`src/common/pcb_pkg.sv`:
```
// Constants and types shared by the memory-side register block and the controller.
// Assumes one core clock; all link signals sampled on it.
package pcb_pkg;
  localparam int ADDR_W = 23;
  localparam logic [22:0] TOP_ADDR = 23'h7fffff;
  localparam logic [15:0] SEL_REFRESH = 16'h0000;
  localparam logic [15:0] SEL_BUS = 16'h0001;
  localparam logic [15:0] BUS_SETUP_RESET = 16'h9d1f;
  localparam logic [15:0] REFRESH_SETUP_RESET = 16'h0010;
  localparam logic [1:0] PIN_SEL_BUS = 2'b10;
  localparam logic [1:0] PIN_SEL_REFRESH = 2'b00;
  localparam int PIN_SEL_LO = 18;
  localparam int BL_LO = 0;
  localparam int WRAP_BIT = 3;
  localparam int DRIVE_LO = 4;
  localparam logic [2:0] BL_CONT = 3'h7;
  localparam logic [1:0] DRIVE_FULL = 2'h0;
  localparam logic [1:0] DRIVE_HALF = 2'h1;
  localparam logic [1:0] DRIVE_QUARTER = 2'h2;
  // APB register offsets of the controller
  localparam logic [7:0] OFF_CTRL = 8'h00;
  localparam logic [7:0] OFF_ADDR = 8'h04;
  localparam logic [7:0] OFF_WDATA = 8'h08;
  localparam logic [7:0] OFF_RDATA = 8'h0c;
  localparam logic [7:0] OFF_STATUS = 8'h10;
  // Controller command codes (CTRL[2:0])
  typedef enum logic [2:0] {
    PCB_CMD_RD = 3'h0,
    PCB_CMD_WR = 3'h1,
    PCB_CMD_SW_LOAD = 3'h2,
    PCB_CMD_SW_READ = 3'h3
  } pcb_cmd_t;
  localparam int CTRL_GO = 3;
  localparam int CTRL_REGSEL = 4;
endpackage

```
`src/common/pcb_if.sv`:
```
// Simplified memory link: one operation per strobe, on the core clock.
// Assumes the testbench connects the two modports and taps the link signals directly for the monitor.
`timescale 1ns/1ps
interface pcb_if;
  import pcb_pkg::*;
  logic op_valid;
  logic op_write;
  logic register_select_pin;
  logic [ADDR_W-1:0] op_addr;
  logic [15:0] wdata;
  logic [15:0] rdata;
  logic rvalid;
  modport dev (input op_valid, input op_write, input register_select_pin, input op_addr,
    input wdata, output rdata, output rvalid);
  modport ctl (output op_valid, output op_write, output register_select_pin,
    output op_addr, output wdata, input rdata, input rvalid);
endinterface

```
`src/pcb_burst_addr.sv`:
```
// Next burst address generator from the bus setup register fields.
// Assumes a combinational caller on the same clock.
`timescale 1ns/1ps
module pcb_burst_addr
  import pcb_pkg::*;
#(
  parameter int AW = ADDR_W,
  // Code to length table, codes 1..4 give 4,8,16,32 words
  parameter logic [5:0] LEN_TABLE [8] = '{6'd0, 6'd0, 6'd0, 6'd32, 6'd16, 6'd8, 6'd4, 6'd0}
) (
  input wire logic [AW-1:0] cur_addr,
  input wire logic [2:0] len_code,
  input wire logic no_wrap,
  output logic [AW-1:0] next_addr,
  output logic [5:0] burst_len
);
  logic [AW-1:0] mask;
  always_comb begin
    burst_len = LEN_TABLE[3'h7 - len_code];
    mask = AW'(burst_len) - AW'(1);
    if (len_code == BL_CONT || burst_len == 6'd0 || no_wrap) begin
      next_addr = cur_addr + AW'(1); // see R13
    end else begin
      next_addr = (cur_addr & ~mask) | ((cur_addr + AW'(1)) & mask);
    end
  end
endmodule

```
`src/pcb_mem_dev.sv`:
```
// Memory-side register block: bus and refresh setup registers, software sequence,
// and the burst address stepper. Assumes link inputs are from on-chip logic.
// What this block does
// Two reads then two writes load register
// Fourth op read returns selected register
// All sequence ops hit top address
// Top address contents stay unchanged
// Third write 0000h refresh, 0001h bus
// Fourth op moves all sixteen bits
// Pin-selected access still works
// Bus setup register resets to 9D1Fh
// Bus setup by pin code 10b or 0001h
// Wrap and length govern writes too
// Registers read back exactly as written
// Length field selects 4-32 or continuous
// Continuous burst rolls over to zero
// Bit 3 chooses wrap or sequential
// No wrap fixed bursts cross boundaries
// Drive code 00 full, 01 half, 10 quarter
// Length codes come from constant table
// Other address abandons the sequence
`timescale 1ns/1ps
module pcb_mem_dev
  import pcb_pkg::*;
#(
  parameter int DEPTH = 16
) (
  input wire logic core_clk,
  input wire logic rst,
  pcb_if.dev link,
  input wire logic burst_start,
  input wire logic burst_step,
  input wire logic [ADDR_W-1:0] burst_base,
  output logic [ADDR_W-1:0] burst_addr,
  output logic [1:0] drive_strength,
  output logic drive_reserved
);
  typedef enum {S_IDLE, S_R1, S_R2, S_W3} pcb_seq_t;
  pcb_seq_t seq_q;
  logic [15:0] bus_setup_q;
  logic [15:0] refresh_setup_q;
  logic sel_bus_q;
  logic [15:0] array_q [DEPTH];
  logic [15:0] top_word_q;
  logic [15:0] rdata_q;
  logic rvalid_q;
  logic [ADDR_W-1:0] addr_q;
  logic [ADDR_W-1:0] next_addr;
  logic at_top;
  logic pin_op;
  logic array_op;
  logic sw_fourth;

  assign at_top = link.op_addr == TOP_ADDR;
  assign pin_op = link.op_valid && link.register_select_pin;
  assign sw_fourth = link.op_valid && !link.register_select_pin && at_top && seq_q == S_W3;
  assign array_op = link.op_valid && !link.register_select_pin && !sw_fourth;

  // Sequence tracker; any off-top access without the select pin drops it and runs as array op
  always_ff @(posedge core_clk) begin
    if (rst) begin
      seq_q <= S_IDLE;
      sel_bus_q <= 1'b0;
    end else if (link.op_valid && !link.register_select_pin) begin
      if (!at_top) begin
        seq_q <= S_IDLE; // see R18
      end else begin
        unique case (seq_q)
          S_IDLE: seq_q <= link.op_write ? S_IDLE : S_R1;
          S_R1: seq_q <= link.op_write ? S_IDLE : S_R2;
          S_R2: begin
            seq_q <= link.op_write ? S_W3 : S_R2;
            sel_bus_q <= link.wdata == SEL_BUS;
          end
          S_W3: seq_q <= S_IDLE;
        endcase
      end
    end
  end

  always_ff @(posedge core_clk) begin
    if (rst) begin
      bus_setup_q <= BUS_SETUP_RESET;
      refresh_setup_q <= REFRESH_SETUP_RESET;
    end else if (sw_fourth && link.op_write) begin
      if (sel_bus_q) bus_setup_q <= link.wdata; // see R6
      else refresh_setup_q <= link.wdata;
    end else if (pin_op && link.op_write) begin
      if (link.op_addr[PIN_SEL_LO+:2] == PIN_SEL_BUS) bus_setup_q <= link.wdata;
      else if (link.op_addr[PIN_SEL_LO+:2] == PIN_SEL_REFRESH) refresh_setup_q <= link.wdata;
    end
  end

  // Third write of a sequence is a selector, so top word is never written then
  // Top word cleared on reset so early sequence reads never return unknowns
  always_ff @(posedge core_clk) begin
    if (rst) begin
      top_word_q <= 16'h0000;
    end else if (array_op && link.op_write && at_top && seq_q != S_R2) begin
      top_word_q <= link.wdata;
    end
  end

  always_ff @(posedge core_clk) begin
    if (array_op && link.op_write && !at_top) begin
      array_q[link.op_addr[$clog2(DEPTH)-1:0]] <= link.wdata;
    end
  end

  always_ff @(posedge core_clk) begin
    if (rst) begin
      rvalid_q <= 1'b0;
      rdata_q <= 16'h0000;
    end else begin
      rvalid_q <= link.op_valid && !link.op_write;
      if (link.op_valid && !link.op_write) begin
        if (sw_fourth) rdata_q <= sel_bus_q ? bus_setup_q : refresh_setup_q;
        else if (pin_op) begin
          rdata_q <= (link.op_addr[PIN_SEL_LO+:2] == PIN_SEL_BUS) ? bus_setup_q :
                     (link.op_addr[PIN_SEL_LO+:2] == PIN_SEL_REFRESH) ? refresh_setup_q :
                     16'h0000;
        end else if (at_top) rdata_q <= top_word_q;
        else rdata_q <= array_q[link.op_addr[$clog2(DEPTH)-1:0]];
      end
    end
  end
  assign link.rdata = rdata_q;
  assign link.rvalid = rvalid_q;

  // Same stepper for read and write bursts
  pcb_burst_addr u_step (
    .cur_addr(addr_q),
    .len_code(bus_setup_q[BL_LO+:3]),
    .no_wrap(bus_setup_q[WRAP_BIT]),
    .next_addr(next_addr),
    .burst_len()
  );
  always_ff @(posedge core_clk) begin
    if (rst) addr_q <= '0;
    else if (burst_start) addr_q <= burst_base;
    else if (burst_step) addr_q <= next_addr;
  end
  assign burst_addr = addr_q;

  always_ff @(posedge core_clk) begin
    if (rst) begin
      drive_strength <= DRIVE_HALF;
      drive_reserved <= 1'b0;
    end else begin
      drive_strength <= bus_setup_q[DRIVE_LO+:2];
      drive_reserved <= &bus_setup_q[DRIVE_LO+:2];
    end
  end
endmodule

```
`src/flat_wrapper.sv`:
```
// flat-port wrapper written by rule: the top's interface ports become plain ports
module pcb_mem_dev_flat import pcb_pkg::*;
#(
  parameter int DEPTH = 16
)
  (core_clk, rst, burst_start, burst_step, burst_base, burst_addr, drive_strength, drive_reserved, link_op_valid, link_op_write, link_register_select_pin, link_op_addr, link_wdata, link_rdata, link_rvalid);
  pcb_if link_i ();
  input wire logic core_clk;
  input wire logic rst;
  input wire logic burst_start;
  input wire logic burst_step;
  input wire logic [ADDR_W-1:0] burst_base;
  output logic [ADDR_W-1:0] burst_addr;
  output logic [1:0] drive_strength;
  output logic drive_reserved;
  input wire logic [$bits(link_i.op_valid)-1:0] link_op_valid;
  input wire logic [$bits(link_i.op_write)-1:0] link_op_write;
  input wire logic [$bits(link_i.register_select_pin)-1:0] link_register_select_pin;
  input wire logic [$bits(link_i.op_addr)-1:0] link_op_addr;
  input wire logic [$bits(link_i.wdata)-1:0] link_wdata;
  output wire logic [$bits(link_i.rdata)-1:0] link_rdata;
  output wire logic [$bits(link_i.rvalid)-1:0] link_rvalid;
  assign link_i.op_valid = link_op_valid;
  assign link_i.op_write = link_op_write;
  assign link_i.register_select_pin = link_register_select_pin;
  assign link_i.op_addr = link_op_addr;
  assign link_i.wdata = link_wdata;
  assign link_rdata = link_i.rdata;
  assign link_rvalid = link_i.rvalid;
  pcb_mem_dev #(.DEPTH(DEPTH)) u_core (.core_clk(core_clk), .rst(rst), .link(link_i), .burst_start(burst_start), .burst_step(burst_step), .burst_base(burst_base), .burst_addr(burst_addr), .drive_strength(drive_strength), .drive_reserved(drive_reserved));
endmodule
```
`config.mk`:
```
export PLATFORM = sky130hd
export DESIGN_NAME = pcb_mem_dev_flat
export DESIGN_NICKNAME = d
export VERILOG_FILES = /design/src/common/pcb_pkg.sv /design/src/common/pcb_if.sv /design/src/pcb_burst_addr.sv /design/src/pcb_mem_dev.sv /design/src/flat_wrapper.sv
export SDC_FILE = /design/constraint.sdc
export NUM_CORES = 1
export LEC_CHECK = 0
export ABC_AREA = 1
export BUFFER_PORTS_ARGS = -buffer_cell sky130_fd_sc_hd__buf_2
export CAP_MARGIN = 40
export CORE_MARGIN = 2
export CORE_UTILIZATION = 61
export CTS_CLUSTER_DIAMETER = 100
export DETAILED_ROUTE_END_ITERATION = 10
export PLACE_DENSITY = 0.8
export SETUP_SLACK_MARGIN = 0.1
export SLEW_MARGIN = 20
export SYNTH_ARGS = -nofsm -noshare
export SYNTH_HDL_FRONTEND = slang
export SYNTH_SLANG_ARGS = --single-unit
```
`constraint.sdc`:
```
create_clock -name core_clk -period 3.6 [get_ports core_clk]
set_input_delay 0.9 -clock core_clk [delete_from_list [all_inputs] [get_ports core_clk]]
set_output_delay 0.9 -clock core_clk [all_outputs]
set_load 0.005 [all_outputs]
```
**After elaboration in Yosys (flattened, before gate mapping)**

Memory sizes are Yosys's and may differ from the RTL's.
Index checks and enable logic that the tools add are counted.

- RAM bits: 256
- Bits in read-only memories: 48
- Bits in registers: 124
- Memories: 2
- Output and inout port bits: 43

Memories:

| name | words | bits a word | read ports | clocked after Yosys merged registers in | wr ports | line | source |
|---|---|---|---|---|---|---|---|
| u_core.array_q | 16 | 16 | 1 | 0 | 1 | pcb_mem_dev.sv:43 | `logic [15:0] array_q [DEPTH];` |
| (name not given) | 8 | 6 | 1 | 0 | 0 | pcb_burst_addr.sv:19 | `burst_len = LEN_TABLE[3'h7 - len_code];` |

- Mux-type cells: 27
- $lt $le $gt $ge: 1
- Bitwise operators: 5
- Add/subtract/negate cells: 3
- Reduce and logical (&&, ||, !) cells: 29
- Equal/unequal tests: 12

Operators with widths:

| operator | number |
|---|---|
| 16-bit two-way mux | 15 |
| 32-bit case mux with 4 select lines | 1 |
| 23-bit two-way mux | 3 |
| 32-bit by 2-bit == test with 1-bit output, second input constant | 2 |
| 23-bit bitwise AND | 2 |
| 32-bit by 1-bit == test with 1-bit output, second input constant | 1 |
| 32-bit by 3-bit == test with 1-bit output, second input constant | 1 |
| 32-bit zero test | 1 |
| 32-bit two-way mux | 1 |
| 32-bit by 3-bit != test with 1-bit output, second input constant | 1 |
| 23-bit by 1-bit adder with 23-bit output, second input constant | 1 |
| 23-bit == test, second input constant | 1 |
| 23-bit NOT | 1 |
| 23-bit OR | 1 |
| 16-bit by 1-bit == test with 1-bit output, second input constant | 1 |
| 1-bit logical AND | 12 |
| 6-bit two-way mux | 2 |
| 2-bit nonzero test | 4 |
| 6-bit by 1-bit subtractor with 7-bit output, second input constant | 1 |
| 6-bit zero test | 1 |
| 3-bit AND reduction | 2 |
| 4-bit greater-or-equal comparator, second input constant | 1 |
| 1-bit zero test | 4 |
| 1-bit two-way mux | 4 |
| 11 further kinds | 13 |

**Depth between registers and ports, before layout**

- Depth after elaboration: 12
- Depth in mapped cells: 14
- Depth with buffers taken out: 11

**Cells and area by module**

A second synthesis with hierarchy kept.

- Cell total of the unflattened synthesis: 1963
- Area, all modules: 16512.1 um^2

By module, submodules not included:

| module | area an instance (um^2) | times used | cells an instance |
|---|---|---|---|
| pcb_mem_dev | 15563.7 | 1 | 1764 |
| pcb_burst_addr | 948.4 | 1 | 199 |

**Least setup slack after synthesis**

Ideal clock, no wire load.

- Path kind: input port to flip-flop
- Start: in link_op_addr[0]
- End: mem u_core.array_q[0][0], enable pin
- Buffers on the path: 3
- Path slack: 229 ps
- Arrival time: 2962 ps
- Stages on the path: 8
- Required time: 3191 ps
- Setup time: 409 ps
- Cells stage by stage: buf_2 > nand4_2 > nor2_4 > nand2_2 > buf_2 > nand3_1 > buf_2 > nor3_1

- Word-level cells in the longest chain between the ends: 9
- Elaborated cells between the ends (all ways): 10
- Those cells by class: eq/ne: 1; mux: 2; reduce/logical: 7

Ends and longest elaborated chain:

| item | line | source |
|---|---|---|
| start: declaration | flat_wrapper.sv:19 | `input wire logic [$bits(link_i.op_addr)-1:0] link_op_addr;` |
| 23-bit == test | pcb_mem_dev.sv:54 | `assign at_top = link.op_addr == TOP_ADDR;` |
| 1-bit logical AND (2 in a row) | pcb_mem_dev.sv:56 | `assign sw_fourth = link.op_valid && !link.register_select_pin && at_top && seq_q == S_W3;` |
| 1-bit zero test | pcb_mem_dev.sv:57 | `assign array_op = link.op_valid && !link.register_select_pin && !sw_fourth;` |
| 1-bit logical AND | pcb_mem_dev.sv:57 |  |
| 1-bit logical AND (2 in a row) | pcb_mem_dev.sv:105 | `if (array_op && link.op_write && !at_top) begin` |
| 1-bit two-way mux | pcb_mem_dev.sv:105 |  |
| 1-bit two-way mux (not written as such) | pcb_mem_dev.sv:106 | `array_q[link.op_addr[$clog2(DEPTH)-1:0]] <= link.wdata;` |
| end: declaration | pcb_mem_dev.sv:43 |  |

Parallel ways exist; a longest one is shown, timed or not.

**Worst setup path in the final report**

- Start: in link_op_valid
- End: mem u_core.array_q[14][9], enable pin

- Word-level cells in the longest chain between the ends: 9

Ends and longest elaborated chain:

| item | line | source |
|---|---|---|
| start: declaration | flat_wrapper.sv:16 | `input wire logic [$bits(link_i.op_valid)-1:0] link_op_valid;` |
| 1-bit logical AND (*) | pcb_mem_dev.sv:56, pcb_mem_dev.sv:57 |  |
| 1-bit logical AND (2 in a row) | pcb_mem_dev.sv:56 |  |
| 1-bit zero test | pcb_mem_dev.sv:57 |  |
| 1-bit logical AND (*) | pcb_mem_dev.sv:57 |  |
| 1-bit logical AND (*) (2 in a row) | pcb_mem_dev.sv:105 |  |
| 1-bit two-way mux (*) | pcb_mem_dev.sv:105 |  |
| 1-bit two-way mux (not written as such) (*) | pcb_mem_dev.sv:106 |  |

Mark *: on every way between the ends. The rest lies on a longest branch, timed or not.

==> results.md <==
* Pint at 6.68 mW
* Design Power at 8.68 mW
* Yosys top cell area share at 48.1%
* Leak Pwr at around 7.5 nW
* Post-Synthesis Net Count at 1881
* Register bit total from synthesis at 350
* Via density at 5.77
* Sequential Power Share at between 50 and 60%
* Post-Place Cells at 2201
* Die span in y at 166 um
* Max_slew headroom at 45.8%
* R2r setup slk at 1500 ps
* Pins Over Slew Limit at 0
* Post-CTS Setup Bufs at 0
* Max incr delay on CP at 660 ps
* Die area at 27500 sq um
* Final Hold Slack at 464 ps
* Final Hold Viols at 0
* Multi-input gate area at 5690 sq um
* GP Congestion at 0.915
* Total CTS buffers at 37
* IO Port Bufs at between 100 and 150
* Initial core utilization at 61.7%
* Worst-path clk slew at 60 ps
* Async SR Flop Fraction at 0%
* Vias in the first global route at 12100
* Final Util at 69.9%
* Area contributors post-synth: edfxtp_1 (48%), nand2_1 (17%), dfxtp_1 (12%), nand3_1 (5.3%), a21oi_1 (2.7%)
* Placed cell areas at 17000 sq um
* Routed wire length at just over 40000 um
* Setup ws final at 970 ps
* Cell Pwr Density at 479 nW/um^2
* Clock share of power at 41.8%
* DP Worst Slack at 499 ps
* Most common cell after layout, fill and taps aside: nand2_1
* Gates resized, CTS repair at 0
* First-pass GRT wire length at 64200 um
* Switching share of power at 23.1%
* Fillcell total at 1893
* WP data required at 3820 ps
* Cell Chain, Critical Path: buf_2 > inv_1 > nor2_1 > nand3_1 > nand3b_1 > nor2_1 > buf_4
* Avg WL per Cell at about 18 um
* Initial antenna violation count at 0
* Worst Path Arrival at approximately 2900 ps
* Status: finished, final reports clean
* Start-to-end type of the worst setup path: in2reg
* Drc violations at 0
* Seq/Total Area, Yosys at 59.9%
* Design area at 18100 sq um
* CP Buf/Inv Count at 3
* Worst hold path class: reg2reg
* DP HPWL at 25300 um
* Reg area at about 9600 sq um
* RSZ-0062 raised after global routing: no
* Setup violations, final at 0
* Ys Warns at 0
* VDD IR max at around 460 uV
* Core ar. at 25900 sq um
* Combinational fraction of design power at under 10%
* Post-DRT Antenna Nets at 0
* Prevailing post-synth register cell: edfxtp_1
* N_diodes at 0
* CTS Buffer Depth at 3
* Fin Setup TNS at 0 ps
* GRT Total Usage at just under 30%
* Die X at 166 um
* Commonest cells after routing, fill and taps aside: nand2_1 (739), edfxtp_1 (256), nand3_1 (170), nor2_1 (110), buf_2 (110)
* Setup crit end kind: register
* Max-Cap Viols at 0
* Layout area overhead at 13.3%
* CP Launch Type: primary input
* Sw power at 2.00 mW
* Iter 0 DRT Violations at 1652
* Delay-heaviest family, CP: simple AND/OR/NAND/NOR gates
* Via count at 13100
* Largest net degree at the start of global routing at 131
* H-tree depth at 2
* Worst skew pair latency at 520 ps
* Number of enable flip-flop cells after synthesis at about 260
* Synthesized area per cell at 8.83 sq um
* Top-Level Pins at around 110
* Cell type contributing the most total cell area after synthesis: edfxtp_1
* Fin cells at 2269
* Least-Margin Pin Slew at 810 ps
* Final Critical Period at 2630 ps
* Nets at between 1500 and 2000
* Synthesized area at ~16000 sq um
* Critical path fanouts, max at 10
* Period utilization at between 70% and 80%
* Sink Count at 350
* Layout cells sized above 1 at 12.0%
* Gr ovfl total at 0
* CTS tree: yes
* Cells after Synth at between 1500 and 2000
* Slowest CP cell: nor2_1
* Synth cell types at 37
* Clock root buffer: clkbuf_16
* Achievable clock frequency at 0.380 GHz
* Critical Path Most Common Cell: nor2_1
* First drt pass iteration count at 7
* Num rows at slightly below 60
* Max Clock Skew at 11.6 ps
* CTS hold repair buffers at 0
tightest hold or removal path, delay by kind of cell (launching register included):
kind | cells | cell delay (ps)
AO/OA/AOI/OAI | 1 | 50
flip-flops | 1 | 300
AND/OR/NAND/NOR | 1 | 60
registers in the layout, summed over array words and instances, names as in the netlist, 2 cells and up, named ones only:
| name | flops |
|---|---|
| u_core.bus_setup_q | 16 |
| u_core.burst_addr | 2 |
| u_core.seq_q | 2 |
| u_core.drive_strength | 2 |
| u_core.array_q | 256 |
| u_core.link.rdata | 16 |
| u_core.top_word_q | 16 |
| u_core.refresh_setup_q | 16 |
metal layers:
layer / track usage (%) / part of all wire (%)
met2: 48.4 / 48
met1: 41.0 / 40
met3: 3.86 / 9.4
met5: 0 / 0
met4: 9.26 / 2.4
synthesized netlist by cell type (3+ instances only):
cell	n
a211oi_1	16
a21boi_0	6
a21boi_1	10
a21oi_1	85
buf_1	12
buf_2	26
buf_4	5
clkbuf_1	54
dfxtp_1	94
edfxtp_1	256
ha_1	3
inv_1	93
mux2i_1	16
nand2_1	739
nand2_2	3
nand3_1	170
nand4_1	24
nor2_1	110
nor2_4	3
nor3_1	16
nor4_1	7
o211ai_1	3
o21ai_0	26
xnor2_1	10
xor2_1	6
cells by family after synthesis:
family / Yosys count / share of synthesized area [%]
AND/OR/NAND/NOR: 1082 / 27.9
flip-flops: 350 / 59.9
buffers and inverters: 194 / 4.88
AO/OA/AOI/OAI: 148 / 5.21
XOR/XNOR: 16 / 0.877
multiplexers: 16 / 1.00
adder cells (fa/ha/maj): 3 / 0.235
power by group through the flow:
stage	clock network, mW	registers [mW]	logic, mW
after floorplan	0	4.49	0.359
after global placement	0	4.50	0.609
after detailed placement	0	4.50	0.624
after CTS	3.65	4.42	0.629
after global routing	3.80	4.42	0.699
final	3.63	4.42	0.636
layout make-up:
class,count,share of cell area (%)
clock buffers,53,5.85
clock inverters,15,0.525
inverters,97,2.02
multi-input cells,1265,31.4
flip-flops and latches,350,52.9
well taps,335,2.31
repair buffers,154,5.04
final timing paths:
| check | from | endpoint | cells after the start |
|---|---|---|---|
| worst min register to register | u_core.link.rdata[3] | u_core.link.rdata[3] | 2 |
| worst max-delay path | link_op_valid | u_core.array_q[14][9] | 7 |
| worst max register to register | u_core.bus_setup_q[2] | register | 10 |
| worst min-delay path | u_core.link.rdata[3] | u_core.link.rdata[3] | 2 |
No activity file was read; power rests on OpenSTA's default activity.
